**config.mk**
```make
export PLATFORM = sky130hd
export DESIGN_NAME = dcc_top
export DESIGN_NICKNAME = d
export VERILOG_FILES = /design/src/hdl/dcc_pkg.sv /design/src/hdl/dcc_comp_chan.sv /design/src/hdl/dcc_top.sv
export VERILOG_INCLUDE_DIRS = /design/src /design/src/hdl
export SDC_FILE = /design/constraint.sdc
export NUM_CORES = 1
export LEC_CHECK = 0
export ABC_CLOCK_PERIOD_IN_PS = 2300
export BUFFER_PORTS_ARGS = -buffer_cell sky130_fd_sc_hd__buf_2
export CAP_MARGIN = 30
export CELL_PAD_IN_SITES_DETAIL_PLACEMENT = 1
export CELL_PAD_IN_SITES_GLOBAL_PLACEMENT = 2
export CORE_UTILIZATION = 33
export CTS_CLUSTER_SIZE = 28
export DETAILED_ROUTE_END_ITERATION = 7
export GPL_TIMING_DRIVEN = 1
export PLACE_DENSITY = 0.83
export REMOVE_ABC_BUFFERS = 1
export SLEW_MARGIN = 20
export SYNTH_ARGS = -nofsm -noshare
export SYNTH_HDL_FRONTEND = slang
export SYNTH_SLANG_ARGS = --single-unit
```
**constraint.sdc**
```tcl
create_clock -name pclk -period 2.3 [get_ports pclk]
set_input_delay 0.23 -clock pclk [delete_from_list [all_inputs] [get_ports pclk]]
set_output_delay 0.23 -clock pclk [all_outputs]
set_load 0.1 [all_outputs]
```
**src/hdl/dcc_map.svh**
```systemverilog
// Register map, field positions, codes and reset values of the dual comparator control block.
// Assumes inclusion by bare name from the design modules and the bench.
`ifndef DCC_MAP_SVH
`define DCC_MAP_SVH

// ----------------------------------------------------------------
// Register indices (byte address is four times the index)
// ----------------------------------------------------------------
`define DCC_IDX_COMP0_CTRL 6'h00
`define DCC_IDX_COMP1_CTRL 6'h01
`define DCC_IDX_COMP0_INSEL 6'h02
`define DCC_IDX_COMP1_INSEL 6'h03
`define DCC_IDX_PIN_ROUTE 6'h04
`define DCC_IDX_SCALER 6'h05
`define DCC_IDX_WINDOW 6'h06
`define DCC_IDX_STATUS 6'h07
`define DCC_IDX_CURR_CTRL 6'h08
`define DCC_IDX_CURR_TRIM 6'h09

// ----------------------------------------------------------------
// Writable bit masks; reserved bits store and read as zero
// ----------------------------------------------------------------
`define DCC_MASK_CTRL 8'hf7
`define DCC_MASK_INSEL 8'h3f
`define DCC_MASK_ROUTE 8'h03
`define DCC_MASK_SCALER 8'h3f
`define DCC_MASK_WINDOW 8'h1f
`define DCC_MASK_CURR 8'h83
`define DCC_MASK_TRIM 8'h0f
`define DCC_RESET_VAL 8'h00

// ----------------------------------------------------------------
// Field positions
// ----------------------------------------------------------------
`define DCC_CTRL_ENABLE 0
`define DCC_CTRL_HYST_LSB 1
`define DCC_CTRL_LVL_LSB 4
`define DCC_CTRL_EDGE_LSB 6
`define DCC_INSEL_NEG_LSB 0
`define DCC_INSEL_POS_LSB 3
`define DCC_ROUTE_COMP0 0
`define DCC_ROUTE_COMP1 1
`define DCC_WIN_LVL_LSB 0
`define DCC_WIN_COND_LSB 2
`define DCC_WIN_ENABLE 4
`define DCC_CURR_COMP0 0
`define DCC_CURR_COMP1 1
`define DCC_CURR_ENABLE 7

// ----------------------------------------------------------------
// Codes
// ----------------------------------------------------------------
`define DCC_EDGE_TOGGLE 2'b00
`define DCC_EDGE_FALL 2'b10
`define DCC_EDGE_RISE 2'b11
`define DCC_WIN_ABOVE 2'b00
`define DCC_WIN_INSIDE 2'b01
`define DCC_WIN_BELOW 2'b10
`define DCC_WIN_OUTSIDE 2'b11
`define DCC_NEG_PIN0 3'b000
`define DCC_NEG_PIN1 3'b001
`define DCC_NEG_PIN3 3'b010
`define DCC_NEG_PIN5 3'b011
`define DCC_NEG_PIN7 3'b100

`endif

```
**src/hdl/dcc_pkg.sv**
```systemverilog
// Types shared by the dual comparator control block.
// Assumes no include path; it does not include or use the map header.
package dcc_pkg;

  // ----------------------------------------------------------------
  // Per-comparator configuration carried to the analog side
  // ----------------------------------------------------------------
  typedef struct packed {
    logic enable;
    logic [1:0] hysteresis;
    logic [2:0] positive_input_select;
    logic [2:0] negative_input_select;
  } dcc_comp_cfg_t;

  // Interrupt request with priority level, zero means no request
  typedef struct packed {
    logic [1:0] window_irq_level;
    logic [1:0] comp1_irq_level;
    logic [1:0] comp0_irq_level;
  } dcc_irq_t;

  // Register slave phase
  typedef enum logic [0:0] {
    DCC_PH_IDLE,
    DCC_PH_ANSWER
  } dcc_apb_phase_t;

endpackage : dcc_pkg

```
**src/hdl/dcc_comp_chan.sv**
```systemverilog
// One comparator channel: result synchroniser, enable gating and edge event.
// Assumes the raw result comes from the analog comparator, asynchronous to pclk.
`include "dcc_map.svh"

module dcc_comp_chan (
  input wire logic pclk, // Peripheral clock
  input wire logic presetn, // Asynchronous reset, active low
  input wire logic raw_result, // Analog comparator result, asynchronous
  input wire logic enable, // Comparator enable
  input wire logic [1:0] edge_sel, // Edge trigger select
  output logic live_q, // Filtered, enabled result
  output logic event_q // One-cycle edge event
);

  logic sync1_q;
  logic sync2_q;
  logic sync3_q;
  logic live_d;
  logic hit;

  // ----------------------------------------------------------------
  // Synchroniser
  // ----------------------------------------------------------------
  // Three stages; only the second and third are compared
  always_ff @(posedge pclk or negedge presetn) begin
    if (!presetn) begin
      sync1_q <= 1'b0;
      sync2_q <= 1'b0;
      sync3_q <= 1'b0;
    end else begin
      sync1_q <= raw_result;
      sync2_q <= sync1_q;
      sync3_q <= sync2_q;
    end
  end

  // enable gates result
  // A disabled comparator reads as zero so stale results never raise events
  always_comb begin
    live_d = live_q;
    if (!enable) begin
      live_d = 1'b0;
    end else if (sync2_q == sync3_q) begin
      live_d = sync3_q;
    end
  end

  always_ff @(posedge pclk or negedge presetn) begin
    if (!presetn) begin
      live_q <= 1'b0;
    end else begin
      live_q <= live_d;
    end
  end

  // ----------------------------------------------------------------
  // Edge event
  // ----------------------------------------------------------------
  // edge mode decode
  always_comb begin
    hit = 1'b0;
    unique case (edge_sel)
      `DCC_EDGE_TOGGLE: hit = live_d != live_q;
      `DCC_EDGE_FALL: hit = !live_d && live_q;
      `DCC_EDGE_RISE: hit = live_d && !live_q;
      default: hit = 1'b0; // Reserved code raises nothing
    endcase
  end

  always_ff @(posedge pclk or negedge presetn) begin
    if (!presetn) begin
      event_q <= 1'b0;
    end else begin
      event_q <= enable && hit;
    end
  end

endmodule : dcc_comp_chan

```
**src/hdl/dcc_top.sv**
```systemverilog
// Dual comparator control: APB register file, window logic, flags and current source.
// Assumes an APB master on pclk and two analog comparators driving raw results.
`include "dcc_map.svh"

module dcc_top (
  input wire logic pclk, // Peripheral clock, 100 MHz
  input wire logic presetn, // Asynchronous reset, active low
  input wire logic psel, // APB select
  input wire logic penable, // APB access phase
  input wire logic pwrite, // APB direction, high for write
  input wire logic [7:0] paddr, // APB byte address
  input wire logic [31:0] pwdata, // APB write data
  input wire logic [3:0] pstrb, // APB byte strobes
  output logic [31:0] prdata, // APB read data
  output logic pready, // APB ready
  output logic pslverr, // APB error on unmapped address
  input wire logic comp0_raw, // Comparator zero analog result
  input wire logic comp1_raw, // Comparator one analog result
  input wire logic [2:0] vector_ack, // Vector executed: window, one, zero
  output dcc_pkg::dcc_comp_cfg_t comp0_cfg, // Comparator zero settings
  output dcc_pkg::dcc_comp_cfg_t comp1_cfg, // Comparator one settings
  output logic [5:0] scaler_factor, // Supply scaler factor
  output logic pin6_out, // Pin 6 drive value
  output logic pin6_oe, // Pin 6 drive enable
  output logic pin7_out, // Pin 7 drive value
  output logic pin7_oe, // Pin 7 drive enable
  output logic current_enable, // Constant current source on
  output logic [7:0] current_pin_en, // Current output per port pin
  output logic [3:0] current_trim_value, // Current source trim
  output logic [2:0] event_out, // Events: window, one, zero
  output dcc_pkg::dcc_irq_t irq_req // Interrupt requests with levels
);

  logic [7:0] ctrl_q [2];
  logic [7:0] insel_q [2];
  logic [7:0] route_q;
  logic [7:0] scaler_q;
  logic [7:0] window_q;
  logic [7:0] curr_q;
  logic [7:0] trim_q;
  logic [2:0] flags_q;
  logic [2:0] flags_d;
  logic [1:0] live;
  logic [1:0] edge_evt;
  logic [1:0] window_position;
  logic win_hit;
  logic win_hit_q;
  logic win_evt_q;
  logic [31:0] rd_data;
  logic addr_hit;
  logic wr_fire;
  logic [2:0] flag_wclr;
  dcc_pkg::dcc_apb_phase_t phase_q;
  logic [5:0] idx;

  // ----------------------------------------------------------------
  // Comparator channels
  // ----------------------------------------------------------------
  // One instance per comparator; edge decode is identical for both
  dcc_comp_chan u_chan0 (
    .pclk(pclk),
    .presetn(presetn),
    .raw_result(comp0_raw),
    .enable(ctrl_q[0][`DCC_CTRL_ENABLE]),
    .edge_sel(ctrl_q[0][`DCC_CTRL_EDGE_LSB +: 2]),
    .live_q(live[0]),
    .event_q(edge_evt[0])
  );

  dcc_comp_chan u_chan1 (
    .pclk(pclk),
    .presetn(presetn),
    .raw_result(comp1_raw),
    .enable(ctrl_q[1][`DCC_CTRL_ENABLE]),
    .edge_sel(ctrl_q[1][`DCC_CTRL_EDGE_LSB +: 2]),
    .live_q(live[1]),
    .event_q(edge_evt[1])
  );

  // ----------------------------------------------------------------
  // APB slave
  // ----------------------------------------------------------------
  // Misaligned or unknown addresses answer with an error and no effect
  assign idx = paddr[7:2];
  assign addr_hit = (paddr[1:0] == 2'b00) && (idx <= `DCC_IDX_CURR_TRIM);
  assign wr_fire = psel && penable && pready && pwrite && addr_hit && pstrb[0];

  always_comb begin
    rd_data = 32'h0000_0000;
    unique case (idx)
      `DCC_IDX_COMP0_CTRL: rd_data[7:0] = ctrl_q[0];
      `DCC_IDX_COMP1_CTRL: rd_data[7:0] = ctrl_q[1];
      `DCC_IDX_COMP0_INSEL: rd_data[7:0] = insel_q[0];
      `DCC_IDX_COMP1_INSEL: rd_data[7:0] = insel_q[1];
      `DCC_IDX_PIN_ROUTE: rd_data[7:0] = route_q;
      `DCC_IDX_SCALER: rd_data[7:0] = scaler_q;
      `DCC_IDX_WINDOW: rd_data[7:0] = window_q;
      `DCC_IDX_STATUS: rd_data[7:0] = {window_position, live[1], live[0], 1'b0, flags_q};
      `DCC_IDX_CURR_CTRL: rd_data[7:0] = curr_q;
      `DCC_IDX_CURR_TRIM: rd_data[7:0] = trim_q;
      default: rd_data = 32'h0000_0000;
    endcase
  end

  // Answer one cycle after setup so that every bus output leaves a flop
  always_ff @(posedge pclk or negedge presetn) begin
    if (!presetn) begin
      phase_q <= dcc_pkg::DCC_PH_IDLE;
      pready <= 1'b0;
      pslverr <= 1'b0;
      prdata <= 32'h0000_0000;
    end else begin
      unique case (phase_q)
        dcc_pkg::DCC_PH_IDLE: begin
          if (psel && !penable) begin
            phase_q <= dcc_pkg::DCC_PH_ANSWER;
            pready <= 1'b1;
            pslverr <= !addr_hit;
            prdata <= (!pwrite && addr_hit) ? rd_data : 32'h0000_0000;
          end
        end
        dcc_pkg::DCC_PH_ANSWER: begin
          phase_q <= dcc_pkg::DCC_PH_IDLE;
          pready <= 1'b0;
          pslverr <= 1'b0;
          prdata <= 32'h0000_0000;
        end
      endcase
    end
  end

  // ----------------------------------------------------------------
  // Control registers
  // ----------------------------------------------------------------
  // reserved bits store zero
  always_ff @(posedge pclk or negedge presetn) begin
    if (!presetn) begin
      ctrl_q[0] <= `DCC_RESET_VAL;
      ctrl_q[1] <= `DCC_RESET_VAL;
      insel_q[0] <= `DCC_RESET_VAL;
      insel_q[1] <= `DCC_RESET_VAL;
      route_q <= `DCC_RESET_VAL;
      scaler_q <= `DCC_RESET_VAL;
      window_q <= `DCC_RESET_VAL;
      curr_q <= `DCC_RESET_VAL;
      trim_q <= `DCC_RESET_VAL;
    end else if (wr_fire) begin
      unique case (idx)
        `DCC_IDX_COMP0_CTRL: ctrl_q[0] <= pwdata[7:0] & `DCC_MASK_CTRL;
        `DCC_IDX_COMP1_CTRL: ctrl_q[1] <= pwdata[7:0] & `DCC_MASK_CTRL;
        `DCC_IDX_COMP0_INSEL: insel_q[0] <= pwdata[7:0] & `DCC_MASK_INSEL;
        `DCC_IDX_COMP1_INSEL: insel_q[1] <= pwdata[7:0] & `DCC_MASK_INSEL;
        `DCC_IDX_PIN_ROUTE: route_q <= pwdata[7:0] & `DCC_MASK_ROUTE;
        `DCC_IDX_SCALER: scaler_q <= pwdata[7:0] & `DCC_MASK_SCALER;
        `DCC_IDX_WINDOW: window_q <= pwdata[7:0] & `DCC_MASK_WINDOW;
        `DCC_IDX_CURR_CTRL: curr_q <= pwdata[7:0] & `DCC_MASK_CURR;
        `DCC_IDX_CURR_TRIM: trim_q <= pwdata[7:0] & `DCC_MASK_TRIM;
        default: ;
      endcase
    end
  end

  // ----------------------------------------------------------------
  // Window logic
  // ----------------------------------------------------------------
  // position from both results
  // Comparator zero guards the upper bound, comparator one the lower;
  // zero high with one low cannot occur with ordered bounds and reads outside
  // position reported in window mode
  always_comb begin
    window_position = `DCC_WIN_ABOVE;
    if (window_q[`DCC_WIN_ENABLE]) begin
      unique case ({live[0], live[1]})
        2'b11: window_position = `DCC_WIN_ABOVE;
        2'b01: window_position = `DCC_WIN_INSIDE;
        2'b00: window_position = `DCC_WIN_BELOW;
        2'b10: window_position = `DCC_WIN_OUTSIDE;
      endcase
    end
  end

  always_comb begin
    win_hit = 1'b0;
    unique case (window_q[`DCC_WIN_COND_LSB +: 2])
      `DCC_WIN_ABOVE: win_hit = window_position == `DCC_WIN_ABOVE;
      `DCC_WIN_INSIDE: win_hit = window_position == `DCC_WIN_INSIDE;
      `DCC_WIN_BELOW: win_hit = window_position == `DCC_WIN_BELOW;
      `DCC_WIN_OUTSIDE: win_hit = window_position != `DCC_WIN_INSIDE;
    endcase
    win_hit = win_hit && window_q[`DCC_WIN_ENABLE];
  end

  always_ff @(posedge pclk or negedge presetn) begin
    if (!presetn) begin
      win_hit_q <= 1'b0;
      win_evt_q <= 1'b0;
    end else begin
      win_hit_q <= win_hit;
      win_evt_q <= win_hit && !win_hit_q;
    end
  end

  // ----------------------------------------------------------------
  // Flags
  // ----------------------------------------------------------------
  assign flag_wclr = (wr_fire && idx == `DCC_IDX_STATUS) ? pwdata[2:0] : 3'b000;

  // window, comparator one and comparator zero flags
  // A set in the same cycle as a clear wins so no event is lost
  always_comb begin
    flags_d = (flags_q & ~(flag_wclr | vector_ack)) | {win_evt_q, edge_evt};
  end

  always_ff @(posedge pclk or negedge presetn) begin
    if (!presetn) begin
      flags_q <= 3'b000;
    end else begin
      flags_q <= flags_d;
    end
  end

  // ----------------------------------------------------------------
  // Output stage
  // ----------------------------------------------------------------
  // Configuration fields straight from their registers
  assign comp0_cfg = {ctrl_q[0][`DCC_CTRL_ENABLE], ctrl_q[0][`DCC_CTRL_HYST_LSB +: 2], insel_q[0][5:0]};
  assign comp1_cfg = {ctrl_q[1][`DCC_CTRL_ENABLE], ctrl_q[1][`DCC_CTRL_HYST_LSB +: 2], insel_q[1][5:0]};
  assign scaler_factor = scaler_q[5:0];
  assign current_trim_value = trim_q[3:0];
  assign current_enable = curr_q[`DCC_CURR_ENABLE];

  always_ff @(posedge pclk or negedge presetn) begin
    if (!presetn) begin
      pin6_out <= 1'b0;
      pin6_oe <= 1'b0;
      pin7_out <= 1'b0;
      pin7_oe <= 1'b0;
    end else begin
      pin6_out <= live[1];
      pin6_oe <= route_q[`DCC_ROUTE_COMP1];
      pin7_out <= live[0];
      pin7_oe <= route_q[`DCC_ROUTE_COMP0];
    end
  end

  // Negative select code to one-hot pin; internal references carry no pin
  function automatic logic [7:0] dcc_neg_pin(input logic [2:0] sel);
    logic [7:0] pins;
    pins = 8'h00;
    unique case (sel)
      `DCC_NEG_PIN0: pins = 8'h01;
      `DCC_NEG_PIN1: pins = 8'h02;
      `DCC_NEG_PIN3: pins = 8'h08;
      `DCC_NEG_PIN5: pins = 8'h20;
      `DCC_NEG_PIN7: pins = 8'h80;
      default: pins = 8'h00;
    endcase
    return pins;
  endfunction : dcc_neg_pin

  always_ff @(posedge pclk or negedge presetn) begin
    if (!presetn) begin
      current_pin_en <= 8'h00;
    end else if (!curr_q[`DCC_CURR_ENABLE]) begin
      current_pin_en <= 8'h00;
    end else begin
      current_pin_en <= (curr_q[`DCC_CURR_COMP0] ? dcc_neg_pin(insel_q[0][2:0]) : 8'h00)
                      | (curr_q[`DCC_CURR_COMP1] ? dcc_neg_pin(insel_q[1][2:0]) : 8'h00);
    end
  end

  always_ff @(posedge pclk or negedge presetn) begin
    if (!presetn) begin
      irq_req <= '0;
      event_out <= 3'b000;
    end else begin
      irq_req.window_irq_level <= flags_d[2] ? window_q[`DCC_WIN_LVL_LSB +: 2] : 2'b00;
      irq_req.comp1_irq_level <= flags_d[1] ? ctrl_q[1][`DCC_CTRL_LVL_LSB +: 2] : 2'b00;
      irq_req.comp0_irq_level <= flags_d[0] ? ctrl_q[0][`DCC_CTRL_LVL_LSB +: 2] : 2'b00;
      event_out <= {win_evt_q, edge_evt};
    end
  end
endmodule : dcc_top

```
==> Yosys cells after proc, flatten, opt, wreduce, memory -nomap -nowiden <==
Cells that the tools add are included.
{ "totals": {"in_bits": 54, "ramBits": 0, "latchBits": 0, "romBits": 0, "output_inout_bits": 84, "wordCells": 150, "n_memories": 0, "regBits": 117} }
{ "classes": {"reduce_logical": 43, "muxes": 30, "eq_ne": 35, "shifts": 0, "n_addsub": 0, "div": 0, "bitwise": 6, "n_mul": 0, "n_lt_le_gt_ge": 1} }
{ "op_table": {"columns": ["operator", "count"], "rows": [
  ["one-hot mux 8 bit (10 select lines)", 1],
  ["one-hot mux 8 bit (5 select lines)", 2],
  ["one-hot mux 32 bit (2 select lines)", 1],
  ["2-to-1 mux 8 bit", 6],
  ["2-to-1 mux 32 bit", 1],
  ["== test 6 x 3 -> 1 bit (second input constant)", 4],
  ["== test 2 bit (second input constant)", 9],
  ["AND reduction 2 bit", 9],
  ["logical AND 1 bit", 17],
  ["== test 3 x 2 -> 1 bit (second input constant)", 4],
  ["== test 6 x 2 -> 1 bit (second input constant)", 2],
  ["== test 6 x 4 -> 1 bit (second input constant)", 2],
  ["zero test 2 bit", 6],
  ["zero test 1 bit", 8],
  ["2-to-1 mux 2 bit", 4],
  ["OR 8 bit", 1],
  ["one-hot mux 2 bit (4 select lines)", 1],
  ["2-to-1 mux 1 bit", 7],
  ["== test 2 x 1 -> 1 bit (second input constant)", 3],
  ["== test 3 x 1 -> 1 bit (second input constant)", 2],
  ["== test 3 bit (second input constant)", 2],
  ["== test 6 x 1 -> 1 bit (second input constant)", 1],
  ["less-or-equal comparator 6 x 4 -> 1 bit (second input constant)", 1],
  ["zero test 3 bit", 2],
  ["other kinds (13)", 19]
]} }

==> Depth between registers and ports, before layout <==
Gate-level depths: netlist of the first run.
{ "depth": {"depth_word": 12, "depth_mapped": 7, "mapped_depth_nobuf": 7} }

==> By module <==
A second synthesis of the first run with hierarchy kept.
{ "unflattened": {"cells_unflattened": 356, "hier_area_um2": 4340.4} }
{ "modules_own_cells": {"columns": ["module", "cells_per_inst", "area_per_inst_um2", "instances"], "rows": [
  ["dcc_top", 326, 3927.5, 1],
  ["dcc_comp_chan", 15, 206.4, 2]
]} }

==> Worst setup path after synthesis of the first run <==
Ideal clock, no wire load.
{ "synth_timing": {"kind": "reg2reg", "from": "register pready", "to": "register ctrl_q (netlist bit comp1_cfg[7])", "n_path_buf": 0, "t_arrival_ns": 2.196, "setup_time_ns": 0.125, "path_stages_with_launch": 5, "period_less_slack_ns": 2.321, "required_time_ns": 2.175, "slack_ns": -0.021, "path_cell_list": "dfrtp_1 > and4_1 > and4_1 > nor3b_4 > mux2_2"} }
{ "synth_between": {"elab_chain_cells": 5} }
{ "synth_rtl": {"columns": ["element", "line", "rtl"], "rows": [
  ["start: declaration", "dcc_top.sv:15", "output logic pready,"],
  ["start signal: assignment", "dcc_top.sv:109", "pready <= 1'b0;"],
  ["start signal: assignment", "dcc_top.sv:117", "pready <= 1'b1;"],
  ["start signal: assignment", "dcc_top.sv:124", "pready <= 1'b0;"],
  ["logical AND 1 bit (4 in series)", "dcc_top.sv:86", "assign wr_fire = psel && penable && pready && pwrite && addr_hit && pstrb[0];"],
  ["AND reduction 2 bit (no source line)", null, null],
  ["end: declaration", "dcc_top.sv:34", "logic [7:0] ctrl_q [2];"]
]} }
Every way passes these cells.
A chain may end at the register's enable or synchronous reset.

==> Worst setup path after layout of the first run <==
{ "layout_timing": {"from": "register u_chan0.live_q", "to": "register win_evt_q"} }
{ "layout_between": {"elab_chain_cells": 7, "elab_cells_between_ends": 13, "cone_classes": "eq/ne: 6; mux: 3; reduce/logical: 4"} }
{ "layout_rtl": {"columns": ["element", "line", "rtl"], "rows": [
  ["start: declaration", "dcc_comp_chan.sv:11", "output logic live_q,"],
  ["start signal: assignment", "dcc_comp_chan.sv:52", "live_q <= live_d;"],
  ["== test 2 bit (tied with other cells)", "dcc_top.sv:173", "unique case ({live[0], live[1]})"],
  ["one-hot mux 2 bit (4 select lines) *", "dcc_top.sv:173", null],
  ["2-to-1 mux 2 bit *", "dcc_top.sv:172", "if (window_q[`DCC_WIN_ENABLE]) begin"],
  ["!= test 2 x 1 -> 1 bit (no source line) (tied with other cells)", null, null],
  ["one-hot mux 1 bit (4 select lines) *", "dcc_top.sv:184", "unique case (window_q[`DCC_WIN_COND_LSB +: 2])"],
  ["logical AND 1 bit *", "dcc_top.sv:190", "win_hit = win_hit && window_q[`DCC_WIN_ENABLE];"],
  ["logical AND 1 bit *", "dcc_top.sv:199", "win_evt_q <= win_hit && !win_hit_q;"],
  ["end signal: assignment", "dcc_top.sv:199", null],
  ["end: declaration", "dcc_top.sv:48", "logic win_evt_q;"]
]} }
Mark *: on every way between the ends. The rest lies on a longest branch, timed or not.

==> flow_summary.yaml, run 1 <==
status:
  outcome: "finished clean"
timing:
  worst_hold_slack_ns: 0.156
  hold_viol_final: 0
  setup_viol: 0
  post-route-period-util_pct: 88.8
  max_slew_margin_pct: 54.5
  slew_viol_final: 0
  skew_ns: 0.00611
  rsz0062_at_grt: "false"
  fin_crit_ns: 2.04
  max_freq_mhz: 490
  worst_pin_slew_ns: 0.680
hold_path:
  hp-class: "input port to flip-flop"
  hold_end: "ctrl_q[14]$_DFFE_PN0P_"
  min_path_cells: 2
  hold_path_startpoint: "pwdata[6]"
floorplan:
  core_area_um2: 13200
  fp.dieW_um: 118
  initial_utilization_pct: 33.7
  dieArea_um2: 14000
  ios: 138
  die_h_um: 118
  rows: 42
global_route:
  grt_pass1_vias: 3263
  grt-ovfl-total: 0
  grt_first_pass_wirelength_mm: 18.7
  grt_max_degree: 54
  antenna_found_initial: 0
  grt_usage_pct: 17.7
yosys:
  synth_top_area_share_pct: 50.6
  yosysSeqAreaShare_pct: 50.6
  synthDistinctLibCells: 50
  async_flop_share_pct: 100
  synth_area_leaders: "dfrtp_1 (51%), mux2_2 (12%), buf_4 (6.1%)"
  synth_area_leader_cell: "dfrtp_1"
  synth_flop_cell: "dfrtp_1"
  ys_ff_latch: 90
  postSynthAreaPerCell_um2: 12.2
  syn_area_um2: 4450
  synth_edf_count: 0
  yosysWarnings: 0
  netlist_instances: 364
worst_setup_path:
  crit_arrival_ns: 2.28
  r2r_slack_ns: 0.26
  cp_slowest_stage_delay_ns: 0.51
  start_kind: "flip-flop"
  reg2regPathDepth: 6
  crit_fanout: 7
  crit_chain: "inv_1, ha_1, o21ba_2, or4_1, o311a_1, nor3b_1"
  cp_slowest_cell: "dfrtp_1"
  r2r_start: "u_chan0.live_q$_DFF_PN0_"
  cp_top_family: "simple AND/OR/NAND/NOR gates"
  crit_buf_inv: 1
  worstSetupPathType: "flip-flop to flip-flop"
  required_ns: 2.54
  crit_path_end_kind: "flip-flop"
  r2r_end: "win_evt_q$_DFF_PN0_"
route:
  drt-pass1-iter-count: 4
  ant_nets: 0
  wl_mm: 11.9
  detail_route.wl_per_cell_um: 18.8
  drt_iter0_drc: 151
  drc: 0
  via_count: 3109
  viasPerCell: 4.93
place:
  gp_congestion: 0.773
  portBuffers: 83
  dp_hpwl_mm: 8.76
  dpl-instance-area_um2: 4970
pwr:
  power.leakage_nw: 2.76
  power_mw: 3.79
  p_sw_share_pct: 25.7
  power_frac_clock_pct: 46.7
  powerDensity_nw_per_um2: 708
  p_int_mw: 2.82
  p_sw_mw: 0.972
  irDropWorstVdd_mv: 0.421
  power_frac_comb_pct: 10.9
  share_seq_of_total_power_pct: 42.3
cells_and_area:
  synthToLayoutAreaGrowth_pct: 20.3
  layout.nets: 516
  post-route-util_pct: 40.6
  final_cell_mix: "dfrtp_1 (90), buf_2 (82), mux2_2 (47), conb_1 (27), nor2b_1 (18)"
  diodes: 0
  nFillCells: 1470
  drive_gt1_share_pct: 38.2
  layout_commonest_cell: "dfrtp_1"
  fin_area_um2: 5350
clock_tree:
  clk_pin_slew_ns: 0.06
  cts_root_buf: "clkbuf_16"
  cts_tree: "done"
  cts_inserted_buffers: 9
  ctsLongestPathBuffers: 2
  post_cts.repair.setup_buffers: 0
  clk_latency_ns: 0.34
  cts_htree_levels: 3
  clock_sinks: 90
job:
  maxCapViolations: 0
==> logic make-up after synthesis <==
kind of cell               after synthesis  share of synthesized area (%)
adders and majority gates               12                           3.26
AOI/OAI and AO/OA                       50                           7.54
muxes                                   61                           17.0
buffers and inverters                   59                           8.18
other                                    1                         0.0843
and+or+nand+nor                         91                           13.3
DFF                                     90                           50.6
==> final cells by class <==
class                      instances  area [µm²]  area share [%]
sequential                        90        2250            42.1
clock inverter                     5         129            2.41
clock buffer                       9         225            4.21
inverter                          12        45.0           0.842
tap                              176         220            4.11
timing repair buffer              98         551            10.3
multi-input combinational        241        1930            36.1
==> metrics by stage <==
stage,std cells,setup WS [ns],setup TNS [ns]
3_5_place_dp,614,0.279,0
5_1_grt,631,0.125,0
2_1_floorplan,343,-0.228,-4.03
3_3_place_gp,614,0.357,0
6_report,631,0.257,0
4_1_cts,631,0.253,0
==> power by group through the flow <==
stage / clock network, mW / logic [mW] / registers (mW)
final: 1.77 / 0.414 / 1.60
after floorplan: 0 / 0.235 / 1.68
after detailed placement: 0 / 0.412 / 1.63
after global placement: 0 / 0.407 / 1.63
after global routing: 1.86 / 0.435 / 1.61
after CTS: 1.80 / 0.417 / 1.60
==> sequential cells by signal, indices dropped and copies added (netlist names), 2 cells and up <==
| register | flops |
|---|---|
| comp0_cfg | 9 |
| comp1_cfg | 9 |
| ctrl_q | 8 |
| prdata | 8 |
| irq_req | 6 |
| scaler_q | 6 |
| current_pin_en | 5 |
| window_q | 5 |
| trim_q | 4 |
| curr_q | 3 |
| event_out | 3 |
| flags_q | 3 |
| route_q | 2 |
==> synthesized netlist by cell type (5+ instances only) <==
library cell and number:
nand2_1 13, nand3_1 8, clkbuf_1 5, and3_1 5
buf_2 6, inv_1 12, nor2_1 13, dfrtp_1 90
and2_1 5, mux4_2 7, nor2b_1 18, mux2i_1 7
o21ai_0 17, buf_4 36, ha_1 10, a32oi_1 5
mux2_2 47, a31oi_1 8
==> worst max path at each step <==
stage / start / to / slack (ns) / depth (start not counted)
after CTS: u_chan0.live_q$_DFF_PN0_ / win_evt_q$_DFF_PN0_ / 0.25 / 6
final: u_chan0.live_q$_DFF_PN0_ / win_evt_q$_DFF_PN0_ / 0.26 / 6
after global routing: u_chan0.live_q$_DFF_PN0_ / win_evt_q$_DFF_PN0_ / 0.13 / 6
after detailed placement: u_chan0.live_q$_DFF_PN0_ / win_evt_q$_DFF_PN0_ / 0.28 / 6
after global placement: paddr[1] / scaler_q[5]$_DFFE_PN0P_ / 0.36 / 5
after floorplan: pready$_DFFE_PN0P_ / comp1_cfg[8]$_DFFE_PN0P_ / -0.23 / 4
==> per-layer routing <==
metal	part of all wire [%]	track usage (%)	up-vias	wire length (µm)
met2	50	29.4	86	5940
met5	0	0	-	0
met1	45	23.8	1598	5360
met3	4.3	3.83	4	514
met4	0.40	3.29	0	48
li1	-	-	1421	-
==> what timing repair did <==
action / in CTS / in global routing
gates resized for setup: 0 / 0
hold buffers: 3 / 0
endpoints found under the hold margin: 39 / 0
Power figures use the tool's default switching activity.
==> run 2: changes to the inputs <==
--- a/config.mk
+++ b/config.mk
@@ -6,16 +6,17 @@
 export SDC_FILE = /design/constraint.sdc
 export NUM_CORES = 1
 export LEC_CHECK = 0
-export ABC_CLOCK_PERIOD_IN_PS = 2300
+export ABC_CLOCK_PERIOD_IN_PS = 1700
 export BUFFER_PORTS_ARGS = -buffer_cell sky130_fd_sc_hd__buf_2
 export CAP_MARGIN = 30
 export CELL_PAD_IN_SITES_DETAIL_PLACEMENT = 1
 export CELL_PAD_IN_SITES_GLOBAL_PLACEMENT = 2
-export CORE_UTILIZATION = 33
+export CORE_ASPECT_RATIO = 1.75
+export CORE_UTILIZATION = 30
 export CTS_CLUSTER_SIZE = 28
 export DETAILED_ROUTE_END_ITERATION = 7
 export GPL_TIMING_DRIVEN = 1
-export PLACE_DENSITY = 0.83
+export PLACE_DENSITY = 0.87
 export REMOVE_ABC_BUFFERS = 1
 export SLEW_MARGIN = 20
 export SYNTH_ARGS = -nofsm -noshare
==> constraint.sdc (replaced) <==
create_clock -name pclk -period 1.7 [get_ports pclk]
set_input_delay 0.17 -clock pclk [delete_from_list [all_inputs] [get_ports pclk]]
set_output_delay 0.17 -clock pclk [all_outputs]
set_load 0.1 [all_outputs]
==> flow_summary.yaml, run 2 (synthesis results as in run 1) <==
status:
  outcome: "complete, but fails checks"
  violations: "negative setup slack"
clock_tree:
  ctsLongestPathBuffers: 2
  cts_htree_levels: 3
  cts_root_buf: "clkbuf_16"
  clk_pin_slew_ns: 0.06
  clock_sinks: 90
  cts_tree: "done"
  clk_latency_ns: 0.34
  cts_inserted_buffers: 9
cells_and_area:
  layout_commonest_cell: "dfrtp_1"
  layout.nets: 551
  fin_area_um2: 5770
  fin_cells: 672
  synthToLayoutAreaGrowth_pct: 29.8
  drive_gt1_share_pct: 46.6
  nFillCells: 1570
  multiInputGateArea_um2: 2060
  post-route-util_pct: 40.0
  final_cell_mix: "dfrtp_1 (87), buf_2 (82), mux2_2 (37), buf_4 (37), conb_1 (27)"
  register_area_um2: 2260
place:
  dp_hpwl_mm: 10.0
  numPlacedInstances: 649
  gp_congestion: 0.911
  dp_slack_ns: -0.150
  dpl-instance-area_um2: 5260
  portBuffers: 83
worst_setup_path:
  reg2regPathDepth: 5
  crit_arrival_ns: 1.93
  crit_path_end_kind: "flip-flop"
  crit_fanout: 4
  required_ns: 1.92
  worstSetupPathType: "flip-flop to flip-flop"
  start_kind: "flip-flop"
route:
  drt_iter0_drc: 145
  detail_route.wl_per_cell_um: 19.1
  via_count: 3309
  wl_mm: 12.8
  drc: 0
  ant_nets: 0
  drt-pass1-iter-count: 4
  viasPerCell: 4.92
pwr:
  powerDensity_nw_per_um2: 824
  irDropWorstVdd_mv: 0.380
  power.leakage_nw: 2.96
  power_mw: 4.76
timing:
  skew_ns: 0.00856
  setup_tns_ns: -0.00417
  setup_viol: 1
  fin_ws_ns: -0.00417
  max_freq_mhz: 587
  hold_viol_final: 0
  worst_hold_slack_ns: 0.0761
  worst_pin_slew_ns: 0.676
  slew_viol_final: 0
  max_slew_margin_pct: 54.8
  post-route-period-util_pct: 100
  rsz0062_at_grt: "true"
  fin_crit_ns: 1.70
floorplan:
  ios: 138
  initial_utilization_pct: 30.8
  core_area_um2: 14400
  die_h_um: 163
  dieArea_um2: 15300
  fp.dieW_um: 94.1
  rows: 58
global_route:
  grt_max_degree: 36
  grt_first_pass_wirelength_mm: 19.7
  antenna_found_initial: 1
  grt_pass1_vias: 3546
  grt-ovfl-total: 0
  grt_usage_pct: 17.3
hold_path:
  hp-class: "input port to flip-flop"
  min_path_cells: 2
job:
  maxCapViolations: 0
[run 2: changes by cell type in the layout (fill, tap and decap cells not counted), moves of 3 or more]
cell,previous run,this run
dfrtp_1,90,87
buf_6,0,6
clkinvlp_4,0,3
ha_4,0,4
mux2_4,0,10
buf_4,12,37
dfrtp_2,0,3
mux2_2,47,37
bufinv_16,4,1
ha_1,10,5
buf_12,1,5
[run 2: final timing paths]
kind	startpoint	end	slack [ns]
max	pready$_DFFE_PN0P_	comp0_cfg[5]$_DFFE_PN0P_	-0.004
min	pwdata[6]	ctrl_q[6]$_DFFE_PN0P_	0.08
max reg2reg	pready$_DFFE_PN0P_	comp0_cfg[5]$_DFFE_PN0P_	-0.004
min reg2reg	u_chan0.sync1_q$_DFF_PN0_	u_chan0.sync2_q$_DFF_PN0_	0.35
max in group asynchronous	presetn	u_chan1.live_q$_DFF_PN0_	0.80
min in group asynchronous	presetn	irq_req[4]$_DFF_PN0_	0.33
[run 2: worst max-delay path, stage by stage, from the launching register on]
cell and delay, ns:
dfrtp_1 0.36, and4_4 0.25, and4_4 0.25, nor3b_4 0.25, buf_6 0.15, mux2_2 0.33
[run 2: timing repair]
action	CTS	global route
endpoints found under the hold margin	34	0
hold buffers	3	0
setup endpoints to repair	31	32
resized for setup	21	23
pin swaps	10	3
buffers inserted	2	2
[run 2: layer usage]
layer	part of all wire (%)	track usage, %	up-vias
met5	0	0	-
met4	3.3	10.1	0
met3	3.7	2.42	21
met2	58	32.5	102
met1	35	17.6	1695
li1	-	-	1491
[run 2: area by class of cell]
type | count | share of cell area (%)
diodes | 1 | 0.0433
clock buffers | 11 | 4.20
clock inverters | 4 | 0.910
inverters | 12 | 0.824
multi-input cells | 241 | 35.7
flip-flops and latches | 90 | 39.1
well taps | 180 | 3.90
repair buffers | 133 | 15.3
[run 2: power breakdown]
group | internal (mW) | switching (mW) | leakage (nW)
Sequential | 2.16 | 0.0121 | 1.23
Clock | 1.17 | 0.816 | 0.134
Combinational | 0.107 | 0.492 | 1.59
==> run 3: changes to the inputs <==
--- a/config.mk
+++ b/config.mk
@@ -13,6 +13,7 @@
 export CELL_PAD_IN_SITES_GLOBAL_PLACEMENT = 2
 export CORE_ASPECT_RATIO = 1.75
 export CORE_UTILIZATION = 30
+export CTS_BUF_LIST = sky130_fd_sc_hd__clkbuf_16
 export CTS_CLUSTER_SIZE = 28
 export DETAILED_ROUTE_END_ITERATION = 7
 export GPL_TIMING_DRIVEN = 1
==> flow_summary.yaml, run 3 (synthesis results as in run 1) <==
status:
  outcome: "finished clean"
global_route:
  grt_usage_pct: 17.2
  grt-ovfl-total: 0
  antenna_found_initial: 1
  grt_max_degree: 36
  grt_pass1_vias: 3495
  grt_first_pass_wirelength_mm: 19.6
pwr:
  irDropWorstVdd_mv: 0.383
  power_mw: 4.72
  powerDensity_nw_per_um2: 807
  power.leakage_nw: 2.98
worst_setup_path:
  crit_fanout: 4
  required_ns: 1.92
  reg2regPathDepth: 5
  worstSetupPathType: "flip-flop to flip-flop"
  crit_arrival_ns: 1.92
  crit_path_end_kind: "flip-flop"
  start_kind: "flip-flop"
  r2r_slack_ns: 0.005
floorplan:
  dieArea_um2: 15300
  core_area_um2: 14400
  initial_utilization_pct: 30.8
  die_h_um: 163
  ios: 138
  rows: 58
  fp.dieW_um: 94.1
clock_tree:
  clk_pin_slew_ns: 0.06
  cts_htree_levels: 3
  cts_inserted_buffers: 9
  cts_root_buf: "clkbuf_16"
  clock_sinks: 90
  ctsLongestPathBuffers: 2
  clk_latency_ns: 0.34
  cts_tree: "done"
timing:
  setup_viol: 0
  fin_ws_ns: 0.00489
  slew_viol_final: 0
  setup_tns_ns: 0
  max_freq_mhz: 590
  worst_pin_slew_ns: 0.717
  max_slew_margin_pct: 52.0
  post-route-period-util_pct: 99.7
  skew_ns: 0.00774
  fin_crit_ns: 1.70
  hold_viol_final: 0
  rsz0062_at_grt: "true"
place:
  dp_hpwl_mm: 10.0
  dp_slack_ns: -0.150
  numPlacedInstances: 649
  gp_congestion: 0.911
  portBuffers: 83
cells_and_area:
  fin_cells: 672
  layout.nets: 551
  multiInputGateArea_um2: 2140
  layout_commonest_cell: "dfrtp_1"
  drive_gt1_share_pct: 47.5
  post-route-util_pct: 40.5
  synthToLayoutAreaGrowth_pct: 31.5
  final_cell_mix: "dfrtp_1 (87), buf_2 (82), buf_4 (35), mux2_2 (28), conb_1 (27)"
  nFillCells: 1561
  register_area_um2: 2260
route:
  via_count: 3299
  drt-pass1-iter-count: 4
  ant_nets: 0
  wl_mm: 12.9
  drt_iter0_drc: 107
  viasPerCell: 4.91
  drc: 0
  detail_route.wl_per_cell_um: 19.2
job:
  maxCapViolations: 0
hold_path:
  min_path_cells: 2
  hp-class: "input port to flip-flop"
==> run 3: changes by cell type in the layout (fill, tap and decap cells not counted), sizes merged <==
cell / delta
clkbuf: -2
inv: +1
clkinv: +1
==> run 3: final timing paths <==
kind                                        endpoint                 startpoint
setup reg to reg            comp0_cfg[5]$_DFFE_PN0P_         pready$_DFFE_PN0P_
hold / removal                 ctrl_q[6]$_DFFE_PN0P_                  pwdata[6]
max in group asynchronous   u_chan1.live_q$_DFF_PN0_                    presetn
setup / recovery            comp0_cfg[5]$_DFFE_PN0P_         pready$_DFFE_PN0P_
min in group asynchronous       irq_req[4]$_DFF_PN0_                    presetn
hold reg to reg            u_chan0.sync2_q$_DFF_PN0_  u_chan0.sync1_q$_DFF_PN0_
==> run 3: report_power, final <==
part / leakage, nW / total (mW) / switching (mW) / internal [mW]
Sequential: 1.23 / 2.17 / 0.0125 / 2.16
Combinational: 1.61 / 0.602 / 0.495 / 0.107
Clock: 0.132 / 1.95 / 0.830 / 1.12
Total: 2.98 / 4.72 / 1.34 / 3.39
==> run 3: repair_timing <==
| action | 4_1_cts | 5_1_grt |
|---|---|---|
| hold endpoints to repair | 34 | 0 |
| setup buffers | 1 | 3 |
| hold buffers | 3 | 0 |
| pin swaps | 3 | 15 |
| gates resized for setup | 12 | 50 |
| endpoints found under the setup margin | 31 | 32 |
==> run 3: area by class of cell <==
class,instances,area share (%)
diodes,1,0.0428
multi-input cells,241,36.6
clock inverters,6,1.03
inverters,12,0.770
repair buffers,133,15.3
flip-flops and latches,90,38.6
clock buffers,9,3.85
well taps,180,3.85
==> run 3: critical path, stage by stage, from the launching register on <==
cell	delay [ns]
dfrtp_1	0.36
and4_4	0.25
and4_4	0.25
nor3b_4	0.26
buf_6	0.16
mux2_4	0.30
==> run 3: per-stage QoR <==
stage | hold WS [ns] | cell area (µm²)
floorplan | -0.126 | 4230
global placement | 0.150 | 5260
detailed placement | 0.157 | 5260
CTS | 0.0674 | 5610
global route | 0.0846 | 5850
finish | 0.0749 | 5850
==> run 3: metal layers <==
metal	vias up	routed length, µm	global-route usage, %
met5	-	0	0
met4	0	319	9.09
met3	16	426	2.33
met2	96	7530	32.8
met1	1706	4650	17.6
li1	1481	-	-
